--- src/verilog/tlc_pkg.sv ---
// package for the transponder link crc-8 block: polynomial, preset, widths, carriers
// assumes a single clk_sys domain and synchronous active-low reset
package tlc_pkg;
    localparam int TLC_CRC_W = 8; // code width
    localparam logic [7:0] TLC_POLY = 8'h1d; // u^8+u^4+u^3+u^2+1
    localparam logic [7:0] TLC_PRESET = 8'hff; // preset at stream start
    localparam int TLC_DATA_W = 8; // bits per input beat
    localparam int TLC_FIFO_DEPTH = 4; // words in the output fifo
    localparam logic [7:0] TLC_FIFO_RST = 8'h00; // fifo data reset value
    // one beat of the outgoing stream
    typedef struct packed {
        logic [7:0] data; // stream byte, after optional encryption
        logic is_crc; // this byte is the appended code
        logic last; // final byte of the stream
    } tlc_beat_s;
    localparam int TLC_BEAT_W = $bits(tlc_beat_s);
    // kind of stream being protected
    typedef enum logic [0:0] {
        TLC_KIND_CMD = 1'b0,
        TLC_KIND_DATA = 1'b1
    } tlc_kind_e;
endpackage

--- src/verilog/tlc_fifo.sv ---
// small synchronous fifo with valid/ready on both sides
// assumes clk_sys domain; width and depth are parameters, depth a power of two
`timescale 1ns/1ns
module tlc_fifo
    import tlc_pkg::*;
#(
    parameter int WIDTH = TLC_BEAT_W,
    parameter int DEPTH = TLC_FIFO_DEPTH
)
(
    input wire logic clk_sys,
    input wire logic rst_n,
    input wire logic [WIDTH-1:0] in_data,
    input wire logic in_valid,
    output logic in_ready,
    output logic [WIDTH-1:0] out_data,
    output logic out_valid,
    input wire logic out_ready
);
    localparam int AW = $clog2(DEPTH);
    logic [WIDTH-1:0] mem_r [DEPTH]; // storage array
    logic [AW-1:0] wr_ptr_r; // write index
    logic [AW-1:0] rd_ptr_r; // read index
    logic [AW:0] count_r; // words held
    logic push; // write accepted
    logic pop; // read accepted

    // honest flags from the occupancy count
    assign in_ready = (count_r != (AW+1)'(DEPTH));
    assign out_valid = (count_r != '0);
    assign push = in_valid && in_ready;
    assign pop = out_valid && out_ready;
    assign out_data = mem_r[rd_ptr_r];

    // storage write
    always_ff @(posedge clk_sys)
    begin
        if (!rst_n)
        begin
            for (int i = 0; i < DEPTH; i++)
                mem_r[i] <= '0;
        end
        else if (push)
            mem_r[wr_ptr_r] <= in_data;
    end

    // pointers and count
    always_ff @(posedge clk_sys)
    begin
        if (!rst_n)
        begin
            wr_ptr_r <= '0;
            rd_ptr_r <= '0;
            count_r <= '0;
        end
        else
        begin
            if (push)
                wr_ptr_r <= wr_ptr_r + 1'b1;
            if (pop)
                rd_ptr_r <= rd_ptr_r + 1'b1;
            if (push && !pop)
                count_r <= count_r + 1'b1;
            else if (pop && !push)
                count_r <= count_r - 1'b1;
        end
    end
endmodule

--- src/verilog/tlc_crc8_gen.sv ---
// reader-side crc-8 generator for the transponder downlink stream
// assumes bytes from same-clock logic, a keystream byte from an external cipher, and a
// downstream serialiser draining the output fifo
`timescale 1ns/1ns
// Summary of operation
// - every outgoing command and data stream gets crc
// - polynomial 0x1d on both sides
// - register preset to 0xff each stream
// - code covers command/address or plain data bits
// - crypto mode encrypts the code as well
module tlc_crc8_gen
    import tlc_pkg::*;
#(
    parameter int FIFO_DEPTH = TLC_FIFO_DEPTH
)
(
    input wire logic clk_sys,
    input wire logic rst_n,
    input wire logic crypto_en,
    input wire logic [7:0] key_byte,
    output logic key_take,
    input wire logic [7:0] in_data,
    input wire logic in_kind,
    input wire logic in_last,
    input wire logic in_valid,
    output logic in_ready,
    output logic [7:0] out_data,
    output logic out_is_crc,
    output logic out_last,
    output logic out_valid,
    input wire logic out_ready,
    output logic busy,
    output logic [7:0] crc_value,
    output logic kind_cmd
);
    // stream states, gray order idle -> body -> code
    // idle: no stream open, remainder holds the preset
    // body: at least one byte taken, more may follow
    // code: last byte taken, the remainder waits for fifo room
    // only one bit flips on idle -> body and body -> code; code -> idle flips both bits
    // the unused code 2'b10 falls back to idle
    typedef enum logic [1:0] {
        TLC_ST_IDLE = 2'b00,
        TLC_ST_BODY = 2'b01,
        TLC_ST_CODE = 2'b11
    } tlc_state_e;

    tlc_state_e state_r; // stream state
    tlc_state_e state_nxt; // next stream state
    logic [7:0] crc_r; // running remainder
    logic [7:0] crc_upd; // remainder after current byte
    logic kind_r; // kind of current stream
    tlc_beat_s beat; // beat into the fifo
    logic beat_valid; // beat offered to fifo
    logic fifo_ready; // fifo can accept
    logic [TLC_BEAT_W-1:0] fifo_out; // raw fifo output
    tlc_beat_s fifo_beat; // typed fifo output
    logic take_body; // body byte accepted
    logic take_code; // code byte accepted

    // shift one byte msb first through the 0x1d divider, no final inversion
    // bit 7 of the byte meets the divider first
    // the feedback bit is the top remainder bit xor the data bit
    // the loop unrolls into a plain xor tree of depth eight
    // no reflection and no output xor, so the far side
    // can run the same divider over body and code alike
    function automatic logic [7:0] crc8_byte(input logic [7:0] crc, input logic [7:0] d);
        logic [7:0] c;
        c = crc;
        for (int i = 7; i >= 0; i--)
        begin
            if (c[7] ^ d[i])
                c = {c[6:0], 1'b0} ^ TLC_POLY;
            else
                c = {c[6:0], 1'b0};
        end
        return c;
    endfunction

    // plain byte feeds the code, so the code covers unencrypted bits
    // in idle the preset is used directly, so a stream that
    // starts right after the code beat never sees a stale remainder
    // command and data streams share the same coverage
    assign crc_upd = crc8_byte((state_r == TLC_ST_IDLE) ? TLC_PRESET : crc_r, in_data);

    // body bytes pass through while the fifo has room
    // input is closed for the one beat that carries the code
    // a full fifo stalls the source, nothing is dropped
    assign in_ready = (state_r != TLC_ST_CODE) && fifo_ready;
    assign take_body = in_valid && in_ready;
    assign take_code = (state_r == TLC_ST_CODE) && fifo_ready;

    // beat builder, keystream xor applies to body and code alike
    // the code beat takes priority over any waiting body byte
    // key_byte must be valid whenever crypto_en is high
    // one keystream byte is used per beat pushed
    // in plain mode the keystream is neither used nor advanced
    always_comb
    begin
        beat = '0;
        beat_valid = 1'b0;
        if (state_r == TLC_ST_CODE)
        begin
            beat.data = crc_r ^ (crypto_en ? key_byte : 8'h00);
            beat.is_crc = 1'b1;
            beat.last = 1'b1;
            beat_valid = 1'b1;
        end
        else
        begin
            beat.data = in_data ^ (crypto_en ? key_byte : 8'h00);
            beat.last = 1'b0;
            beat_valid = in_valid;
        end
    end
    // cipher step follows the push, so key order matches beat order
    assign key_take = crypto_en && beat_valid && fifo_ready;

    // next state
    // a single-byte stream goes straight from idle to code
    // the code beat leaves only when the fifo takes it
    always_comb
    begin
        state_nxt = state_r;
        unique case (state_r)
            TLC_ST_IDLE, TLC_ST_BODY:
            begin
                if (take_body && in_last)
                    state_nxt = TLC_ST_CODE; // code follows last byte
                else if (take_body)
                    state_nxt = TLC_ST_BODY;
            end
            TLC_ST_CODE:
            begin
                if (take_code)
                    state_nxt = TLC_ST_IDLE;
            end
            default: state_nxt = TLC_ST_IDLE;
        endcase
    end

    // state register
    always_ff @(posedge clk_sys)
    begin
        if (!rst_n)
            state_r <= TLC_ST_IDLE;
        else
            state_r <= state_nxt;
    end

    // remainder: preset after reset and after each stream, updated per byte
    // the preset is written as the code beat leaves, so the
    // next stream starts from all ones without an extra cycle
    always_ff @(posedge clk_sys)
    begin
        if (!rst_n)
            crc_r <= TLC_PRESET;
        else if (take_body)
            crc_r <= crc_upd;
        else if (take_code)
            crc_r <= TLC_PRESET;
    end

    // stream kind latched on first byte
    // later changes of in_kind inside a stream are ignored
    always_ff @(posedge clk_sys)
    begin
        if (!rst_n)
            kind_r <= TLC_KIND_CMD;
        else if (take_body && state_r == TLC_ST_IDLE)
            kind_r <= in_kind;
    end

    // output buffer between the coder and the serialiser
    // holds body and code beats, data stable while not taken
    tlc_fifo #(
        .WIDTH(TLC_BEAT_W),
        .DEPTH(FIFO_DEPTH)
    ) u_fifo (
        .clk_sys(clk_sys),
        .rst_n(rst_n),
        .in_data(beat),
        .in_valid(beat_valid),
        .in_ready(fifo_ready),
        .out_data(fifo_out),
        .out_valid(out_valid),
        .out_ready(out_ready)
    );

    // fifo output split into fields
    // out_last is set only on the code beat
    // busy and crc_value come straight from registers
    assign fifo_beat = tlc_beat_s'(fifo_out);
    assign out_data = fifo_beat.data;
    assign out_is_crc = fifo_beat.is_crc;
    assign out_last = fifo_beat.last;
    assign busy = (state_r != TLC_ST_IDLE);
    assign crc_value = crc_r;
    assign kind_cmd = (kind_r == TLC_KIND_CMD);
endmodule

--- config.mk ---
export PLATFORM = sky130hd
export DESIGN_NAME = tlc_crc8_gen
export DESIGN_NICKNAME = d
export VERILOG_FILES = /design/src/verilog/tlc_pkg.sv /design/src/verilog/tlc_fifo.sv /design/src/verilog/tlc_crc8_gen.sv
export SDC_FILE = /design/constraint.sdc
export NUM_CORES = 1
export LEC_CHECK = 0
export ABC_AREA = 1
export BUFFER_PORTS_ARGS = -buffer_cell sky130_fd_sc_hd__buf_2
export CORE_MARGIN = 5
export CORE_UTILIZATION = 55
export DETAILED_ROUTE_END_ITERATION = 12
export PLACE_DENSITY = 0.76
export SYNTH_ARGS = -nofsm -noshare
export SYNTH_HDL_FRONTEND = slang
export SYNTH_HIERARCHICAL = 1
export SYNTH_SLANG_ARGS = --single-unit
--- constraint.sdc ---
create_clock -name clk_sys -period 3.2 [get_ports clk_sys]
set_input_delay 0.48 -clock clk_sys [delete_from_list [all_inputs] [get_ports clk_sys]]
set_output_delay 0.48 -clock clk_sys [all_outputs]
set_load 0.1 [all_outputs]
==> impl_metrics.tcl, run 1 <==
set metrics [dict create \
    run_status "finished clean" \
    grt_setup_unrepaired "no" \
    synthesis.nets 484 \
    critical_path.max_fanout 17 \
    buffer_ports.inserted 45 \
    ios 46 \
    gpl.final_weighted_congestion 0.925 \
    coreArea_um2 6390 \
    floorplan.rows 29 \
    cts_inserted_buffers 9 \
    preCtsSetupSlack_ns 0.646 \
    netlist.area_leader.share_pct 33.2 \
    post_cts_resize_count 0 \
    final_period_minus_worst_setup_slack_ns 2.86 \
    cellLeakagePower_nw 2.01 \
    yosys.area_share.adder_pct 0.900 \
    wire_per_inst_um 13.3 \
    tns_ns 0 \
    clockBufferDepth 2 \
    simple_gate_share_of_the_synthesized_area_pct 33.4 \
    critPathArrivalTime_ns 2.38 \
    setup_slack_ns 0.336 \
    clock_insertion_delay_worst_skew_ns 0.33 \
    drt_first_pass_iters 4 \
    initial_utilization_pct 56.6 \
    dr.first_iter.drc_count 162 \
    detailed_place_hpwl_mm 6.07 \
    wl_mm 7.83 \
    antennaDiodeCount 0 \
    post_synth_mux_area_share_pct 0 \
    die_h_um 91.1 \
    floorplan.die_area_um2 8290 \
    grt_overflow 0 \
    synthTopCellsByArea "sky130_fd_sc_hd__edfxtp_1 (33%), sky130_fd_sc_hd__nand2_1 (12%), sky130_fd_sc_hd__dfxtp_1 (11%), sky130_fd_sc_hd__inv_1 (6.2%), sky130_fd_sc_hd__o21ai_0 (5.3%)" \
    cts.clk_slew.worst_paths_ns 0.07 \
    num_clock_sinks 60 \
    timing_worst_slew_pin_value_ns 0.588 \
    number_of_endpoints_failing_setup_at_the_final_stage 0 \
    post_route_skew_ns 0.00787 \
    tritoncts_clock_tree "done" \
    most-common-layout-cells "sky130_fd_sc_hd__nand2_1 (115), sky130_fd_sc_hd__inv_1 (60), sky130_fd_sc_hd__buf_2 (45)" \
    drv.max_cap_violation_count 0 \
    min_path_type "in2reg" \
    worst-endpoint-required_ns 2.72 \
    mostFrequentLayoutCell "sky130_fd_sc_hd__nand2_1" \
    fin_crit_sh_pct 89.5 \
    grt_start_max_net_pins 21 \
    hold_viol 0 \
    report.final.slew_viol_count 0 \
    die-width_um 91.1 \
    seq_area_frac_synth_pct 44.3 \
    multiInputGateArea_um2 1670 \
    number_of_fillers_in_the_final_layout 596 \
    ir_worst_vdd_mv 0.643 \
    mappedNetlistArea_um2 3610 \
    route.vias.total 2984 \
    drt.antenna.violating_nets 0 \
    nature_of_the_critical_path_endpoint "output pin" \
    startpoint_types "register" \
    ctsRootBufferMaster "sky130_fd_sc_hd__clkbuf_8" \
    pwr_density_cell_nw_per_um2 852 \
    post_drt_via_cell_ratio 5.07 \
    yosys.area.top_type "sky130_fd_sc_hd__edfxtp_1" \
    path_class "reg2out" \
    global_route_wire_length_before_repair_mm 13.4 \
    grt_usage_pct 19.7 \
    synth-compound-area-share_pct 9.03 \
    cts-hold-fix-buffers 0 \
    htreeDepth 3 \
    drt_drc_violations_left 0 \
    yosys_warnings 6 \
    first_global_vias 2908 \
    synth_xor_xnor_area_share_pct 2.91 \
    syn_inst 459 \
    number_of_antenna_violations_at_the_first_check_in_global_routing 0 \
    post_route_cells_drive_above_1_share_pct 25.2 \
    mean_post_synth_cell_area_um2 7.88 \
    final_net_count 532 \
    max_clock_freq_ghz 0.349 \
    postSynthRegisterBits 60 \
    area.growth.synth_to_final_pct 12.8 \
    synth.lib_cells_used.distinct 31 \
    timing.slew.headroom_pct 60.7 \
    synth_top_family_by_area "simple AND/OR/NAND/NOR gates" \
    cts.repair_timing.setup_buffer_count 0 \
    regArea_um2 1600 \
]
## power breakdown
| part | leakage, nW | total [mW] | switching, mW | internal, mW |
|---|---|---|---|---|
| clock network | 0.0910 | 0.660 | 0.305 | 0.355 |
| registers | 0.581 | 1.05 | 0.0949 | 0.959 |
| logic | 1.34 | 1.76 | 1.40 | 0.359 |
| total | 2.01 | 3.48 | 1.80 | 1.67 |
## critical path, cell delays in order (launching register included)
cell                      delay, ns
sky130_fd_sc_hd__dfxtp_1       0.41
sky130_fd_sc_hd__nand2_1       0.31
sky130_fd_sc_hd__inv_1         0.35
sky130_fd_sc_hd__or2_2         0.22
sky130_fd_sc_hd__nand2_1       0.15
sky130_fd_sc_hd__nor2_1        0.16
sky130_fd_sc_hd__buf_2         0.45
## state kept, by name, summed over array words and instances (netlist names), named ones only
| name | flops |
|---|---|
| u_fifo/mem_r | 40 |
| crc_value | 8 |
| u_fifo/count_r | 3 |
| state_r | 2 |
| u_fifo/rd_ptr_r | 2 |
| u_fifo/wr_ptr_r | 2 |
| kind_r | 1 |
## routing by layer
layer	vias up	share of wire, %	GRT usage, %
li1	1563	-	-
met5	-	0	0
met3	14	5.2	2.81
met1	1322	46	26.0
met4	0	1.7	7.58
met2	85	47	32.6
## Yosys cell counts (all sizes together)
cell / count
clkbuf: 7
xor2: 10
a211oi: 1
buf: 7
o22ai: 12
o21ai: 39
or2: 1
a21oi: 9
nor2: 54
nand3b: 1
edfxtp: 40
nand3: 33
nand4: 1
nor3: 10
fa: 1
nand2: 145
ha: 1
dfxtp: 20
inv: 65
xnor2: 2
## layout make-up
type / instances / share of cell area (%)
Clock buffer: 9 / 3.04
Inverter: 65 / 6.04
Timing Repair Buffer: 51 / 6.63
Sequential cell: 60 / 39.3
Multi-Input combinational cell: 320 / 41.0
Tap cell: 77 / 2.36
Clock inverter: 7 / 1.66
## per-stage QoR
stage | cells | hold WS, ns | utilization, % | power, mW | cell area (um^2)
global placement | 573 | 0.464 | 60.9 | 2.80 | 3890
finish | 589 | 0.417 | 63.9 | 3.48 | 4080
detailed placement | 573 | 0.468 | 60.9 | 2.83 | 3890
CTS | 589 | 0.404 | 63.9 | 3.49 | 4080
global route | 589 | 0.417 | 63.9 | 3.66 | 4080
floorplan | 459 | 0.450 | - | 2.55 | 3610
## worst paths after layout
check,start,endpoint,slack (ns),cells after the start
setup / recovery,state_r[0],key_take,0.34,6
hold / removal,in_last,state_r[1],0.42,3
hold reg to reg,kind_r,kind_r,0.48,2
setup reg to reg,state_r[0],u_fifo/count_r[1],0.62,10
## cells by family after synthesis
group,after synthesis
AO/OA/AOI/OAI,61
XOR/XNOR,12
flip-flops,60
adder cells (fa/ha/maj),2
AND/OR/NAND/NOR,245
buffers and inverters,79
(Power assumes the default switching activity.)
==> run 2, diff against run 1 <==
--- a/config.mk
+++ b/config.mk
@@ -7,6 +7,7 @@
 export LEC_CHECK = 0
 export ABC_AREA = 1
 export BUFFER_PORTS_ARGS = -buffer_cell sky130_fd_sc_hd__buf_2
+export CORE_ASPECT_RATIO = 0.5
 export CORE_MARGIN = 5
 export CORE_UTILIZATION = 55
 export DETAILED_ROUTE_END_ITERATION = 12
==> run 2 against run 1 <==
Against the previous run:
- via count grew 3.2%
- highest routed layer unchanged
- combinational power about the same
- clock-buffer cell count is 2 higher
- sequential cell count unchanged
- critical path depth is the same
- fmax rose by 2.8%
- final cell count rose by 1.9%
- clock power increased by 39%
- first-iteration DRC count up 20%
- cell area rose by 2.6%
- critical path type unchanged
- power up 7.8%
==> impl_metrics.tcl, run 2 (same netlist as run 1, synthesis figures left out) <==
set metrics [dict create \
    run_status "finished clean" \
    tns_ns 0 \
    registers.top_by_ff_count "u_fifo/mem_r" \
    crit_path_max_incr_delay_ns 0.43 \
    ir_worst_vdd_mv 0.426 \
    clockBufferDepth 2 \
    mostFrequentLayoutCell "sky130_fd_sc_hd__nand2_1" \
    nature_of_the_critical_path_endpoint "output pin" \
    post_route_cells_drive_above_1_share_pct 24.4 \
    global_route_wire_length_before_repair_mm 14.1 \
    largest_register_ffs 40 \
    regArea_um2 1600 \
    hold_viol 0 \
    whs_path_depth 3 \
    preCtsSetupSlack_ns 0.667 \
    timing.slew.headroom_pct 58.2 \
    power.combinational.fraction_pct 47.1 \
    clock_insertion_delay_worst_skew_ns 0.33 \
    power.sequential.fraction_pct 28.4 \
    route.vias.total 3078 \
    coreArea_um2 6230 \
    ios 46 \
    grt_start_max_net_pins 21 \
    cell_internal_pwr_mw 1.92 \
    initial_utilization_pct 58.0 \
    htreeDepth 3 \
    tritoncts_clock_tree "done" \
    grt_overflow 0 \
    gpl.final_weighted_congestion 0.927 \
    post_route_skew_ns 0.00233 \
    rr_worst_depth 14 \
    timing_worst_slew_pin_value_ns 0.626 \
    wl_mm 8.35 \
    path_class "reg2out" \
    num_clock_sinks 60 \
    setup_slack_ns 0.413 \
    multiInputGateArea_um2 1670 \
    critPathArrivalTime_ns 2.31 \
    die_h_um 67.3 \
    die-width_um 125 \
    cts_inserted_buffers 9 \
    final_net_count 532 \
    first_global_vias 2884 \
    cp_cell_sequence "nand2_1 > inv_1 > or2_2 > nand2_1 > nor2_1 > buf_2" \
    worstSetupPathDepth 6 \
    power.share.switching_pct 48.9 \
    min_path_type "in2reg" \
    ctsRootBufferMaster "sky130_fd_sc_hd__clkbuf_16" \
    post_drt_via_cell_ratio 5.13 \
    report.final.slew_viol_count 0 \
    number_of_antenna_violations_at_the_first_check_in_global_routing 0 \
    number_of_endpoints_failing_setup_at_the_final_stage 0 \
    drv.max_cap_violation_count 0 \
    antennaDiodeCount 0 \
    area.growth.synth_to_final_pct 15.8 \
    dr.first_iter.drc_count 195 \
    detailed_place_hpwl_mm 5.98 \
    power.share.clock_pct 24.5 \
    cts-hold-fix-buffers 0 \
    most-common-layout-cells "sky130_fd_sc_hd__nand2_1 (115), sky130_fd_sc_hd__inv_1 (60), sky130_fd_sc_hd__buf_2 (45)" \
    critPathTopFamily "simple AND/OR/NAND/NOR gates" \
    pwr_density_cell_nw_per_um2 895 \
    drt_first_pass_iters 5 \
    number_of_fillers_in_the_final_layout 509 \
    net-switching-power_mw 1.83 \
    critical_path.max_fanout 17 \
    cts.repair_timing.setup_buffer_count 0 \
    worst_path_most_repeated_cell "sky130_fd_sc_hd__nand2_1" \
    path_buf_inv 2 \
    floorplan.rows 20 \
    critical-path-slowest-cell "sky130_fd_sc_hd__buf_2" \
    startpoint_types "register" \
    floorplan.die_area_um2 8390 \
    grt_usage_pct 21.4 \
    drt.antenna.violating_nets 0 \
    drt_drc_violations_left 0 \
    final_period_minus_worst_setup_slack_ns 2.79 \
    fin_crit_sh_pct 87.1 \
    max_clock_freq_ghz 0.359 \
    wire_per_inst_um 13.9 \
    cellLeakagePower_nw 2.05 \
    worst-endpoint-required_ns 2.72 \
    post_cts_resize_count 0 \
    buffer_ports.inserted 45 \
    cts.clk_slew.worst_paths_ns 0.05 \
    grt_setup_unrepaired "no" \
]
==> run 2: worst paths after layout <==
path	from	endpoint	slack, ns
min reg2reg	kind_r	kind_r	0.48
max reg2reg	state_r[0]	u_fifo/count_r[2]	0.64
max	state_r[0]	key_take	0.41
min	in_kind	kind_r	0.45
==> run 2: tightest hold or removal path, cell delays in order <==
cell and delay [ns]:
sky130_fd_sc_hd__buf_2 0.10, sky130_fd_sc_hd__nand3_1 0.08, sky130_fd_sc_hd__a21oi_1 0.06
==> run 2: cell type report <==
cell class / count / share of cell area [%]
Multi-Input combinational cell: 320 / 39.9
Sequential cell: 60 / 38.3
Timing Repair Buffer: 51 / 6.46
Inverter: 65 / 5.89
Clock buffer: 11 / 5.56
Tap cell: 88 / 2.63
Clock inverter: 5 / 1.26
==> run 2: per-stage QoR <==
| step | area (um^2) | cells | power, mW | hold WS [ns] | util, % |
|---|---|---|---|---|---|
| 4_1_cts | 4190 | 600 | 3.76 | 0.436 | 67.2 |
| 2_1_floorplan | 3610 | 459 | 2.55 | 0.450 | - |
| 3_5_place_dp | 3900 | 584 | 2.84 | 0.475 | 62.6 |
| 5_1_grt | 4190 | 600 | 3.95 | 0.450 | 67.2 |
| 6_report | 4190 | 600 | 3.75 | 0.447 | 67.2 |
| 3_3_place_gp | 3900 | 584 | 2.82 | 0.468 | 62.6 |
==> run 2: metal layers <==
layer / share of wire (%) / track usage, %
met4: 1.2 / 7.24
met3: 7.5 / 5.21
met1: 46 / 27.7
met2: 45 / 35.9
met5: 0 / 0
==> run 2: power by group through the flow <==
stage	Sequential [mW]	Clock, mW	Combinational (mW)
final	1.07	0.917	1.76
after global routing	1.08	0.972	1.90
after CTS	1.06	0.932	1.77
after detailed placement	1.08	0	1.77
after global placement	1.08	0	1.74
after floorplan	1.19	0	1.36
==> run 3, diff against run 2 <==
--- a/config.mk
+++ b/config.mk
@@ -6,12 +6,12 @@
 export NUM_CORES = 1
 export LEC_CHECK = 0
 export ABC_AREA = 1
-export BUFFER_PORTS_ARGS = -buffer_cell sky130_fd_sc_hd__buf_2
 export CORE_ASPECT_RATIO = 0.5
 export CORE_MARGIN = 5
 export CORE_UTILIZATION = 55
 export DETAILED_ROUTE_END_ITERATION = 12
-export PLACE_DENSITY = 0.76
+export DONT_BUFFER_PORTS = 1
+export PLACE_DENSITY = 0.7
 export SYNTH_ARGS = -nofsm -noshare
 export SYNTH_HDL_FRONTEND = slang
 export SYNTH_HIERARCHICAL = 1
==> run 3 against run 2 <==
Against the previous run:
- power increased by 4.9%
- setup slack improved by 0.091 ns
- hold slack got worse by 0.23 ns
- via count decreased by 1.9%
- sequential cell count unchanged
- sequential share of layout area decreased by 0.23 points
- clock skew increased by 0.0030 ns
- non-clock buffer count decreased by 25
- sequential power about the same
- wire length increased by 2.3%
- largest cell class unchanged
==> impl_metrics.tcl, run 3 (same netlist as run 1, synthesis figures left out) <==
set metrics [dict create \
    clock_insertion_delay_worst_skew_ns 0.33 \
    grt_setup_unrepaired "no" \
    grt_start_max_net_pins 22 \
    post_dp_cell_area_um2 3890 \
    report.final.slew_viol_count 0 \
    post_route_cells_drive_above_1_share_pct 23.6 \
    critical_path.max_fanout 17 \
    number_of_endpoints_failing_setup_at_the_final_stage 0 \
    post_cts_resize_count 0 \
    antennaDiodeCount 0 \
    route.vias.total 3018 \
    timing.slew.headroom_pct 45.2 \
    path_class "reg2out" \
    cellLeakagePower_nw 2.02 \
    htreeDepth 3 \
    registers.top_by_ff_count "u_fifo/mem_r" \
    die-width_um 125 \
    ir_worst_vdd_mv 0.381 \
    tritoncts_clock_tree "done" \
    wl_mm 8.55 \
    initial_utilization_pct 58.0 \
    global_route_wire_length_before_repair_mm 14.0 \
    die_h_um 67.3 \
    place.detailed.instances 559 \
    critPathArrivalTime_ns 2.22 \
    drt.antenna.violating_nets 0 \
    timing_worst_slew_pin_value_ns 0.821 \
    drt_drc_violations_left 0 \
    post_route_skew_ns 0.00530 \
    buffer_ports.inserted 0 \
    drt_first_pass_iters 5 \
    largest_register_ffs 40 \
    final_design_area_no_fill_um2 4210 \
    final_period_minus_worst_setup_slack_ns 2.70 \
    cts-hold-fix-buffers 0 \
    grt_usage_pct 21.6 \
    cts.repair_timing.setup_buffer_count 0 \
    final_util_pct 67.6 \
    final_net_count 507 \
    floorplan.die_area_um2 8390 \
    nature_of_the_critical_path_endpoint "output pin" \
    floorplan.rows 20 \
    gpl.final_weighted_congestion 0.949 \
    dr.first_iter.drc_count 232 \
    pwr_density_cell_nw_per_um2 934 \
    wire_per_inst_um 14.9 \
    number_of_antenna_violations_at_the_first_check_in_global_routing 0 \
    cts_inserted_buffers 9 \
    max_clock_freq_ghz 0.371 \
    total_power_mw 3.93 \
    first_global_vias 2827 \
    cts.clk_slew.worst_paths_ns 0.05 \
    startpoint_types "register" \
    mostFrequentLayoutCell "sky130_fd_sc_hd__nand2_1" \
    ios 46 \
    fin_crit_sh_pct 84.2 \
    coreArea_um2 6230 \
    detailed_place_hpwl_mm 6.32 \
    hold_viol 0 \
    most-common-layout-cells "sky130_fd_sc_hd__nand2_1 (115), sky130_fd_sc_hd__inv_1 (60), sky130_fd_sc_hd__edfxtp_1 (40)" \
    min_path_type "in2reg" \
    finish.cell_count_without_fillers 575 \
    drv.max_cap_violation_count 0 \
    num_clock_sinks 60 \
    tns_ns 0 \
    post_drt_via_cell_ratio 5.25 \
    ctsRootBufferMaster "sky130_fd_sc_hd__clkbuf_16" \
    run_status "finished clean" \
    grt_overflow 0 \
    worst-endpoint-required_ns 2.72 \
    clockBufferDepth 2 \
    area.growth.synth_to_final_pct 16.5 \
]
==> run 3: cell count changes in the layout (fill, tap and decap cells not counted), sizes merged <==
cell	previous run	this run
clkbuf	11	10
bufinv	1	2
buf	51	26
==> run 3: area by class of cell <==
type                            count  area, um^2
Sequential cell                    60        1600
Tap cell                           88         110
Fill cell                         488        2020
Clock buffer                       10         229
Timing Repair Buffer               26         195
Multi-Input combinational cell    320        1740
Clock inverter                      6        88.8
Inverter                           65         246
==> run 3: final timing paths <==
path / start / to / slack, ns / cells past startpoint
hold reg to reg: kind_r / kind_r / 0.49 / 2
setup / recovery: state_r[1] / key_take / 0.50 / 6
hold / removal: rst_n / crc_value[3] / 0.22 / 1
setup reg to reg: state_r[1] / u_fifo/count_r[2] / 0.63 / 14
==> run 3: routing by layer <==
| metal | vias to the layer above | wire length [um] | GRT usage [%] |
|---|---|---|---|
| met5 | - | 0 | 0 |
| met2 | 97 | 4090 | 36.9 |
| met1 | 1387 | 3720 | 26.8 |
| met3 | 14 | 626 | 7.42 |
| li1 | 1520 | - | - |
| met4 | 0 | 112 | 5.33 |
==> run 3: critical path, stage by stage (launching register included) <==
cell and delay (ns):
sky130_fd_sc_hd__dfxtp_1 0.41, sky130_fd_sc_hd__nand2_1 0.31, sky130_fd_sc_hd__inv_1 0.36, sky130_fd_sc_hd__or2_2 0.22
sky130_fd_sc_hd__nand2_1 0.17, sky130_fd_sc_hd__nor2_2 0.12, sky130_fd_sc_hd__buf_4 0.29
==> run 3: metrics by stage <==
| step | hold slack [ns] | setup slack [ns] |
|---|---|---|
| 6_report | 0.220 | 0.505 |
| 5_1_grt | 0.216 | 0.317 |
| 4_1_cts | 0.215 | 0.501 |
| 3_5_place_dp | 0.480 | 0.658 |
| 3_3_place_gp | 0.467 | 0.785 |
| 2_1_floorplan | 0.450 | 0.371 |
==> run 3: power by group <==
| part | total [mW] | internal [mW] | switching [mW] |
|---|---|---|---|
| combinational | 1.87 | 0.427 | 1.45 |
| clock | 1.02 | 0.680 | 0.336 |
| sequential | 1.04 | 0.960 | 0.0794 |
| total | 3.93 | 2.07 | 1.86 |
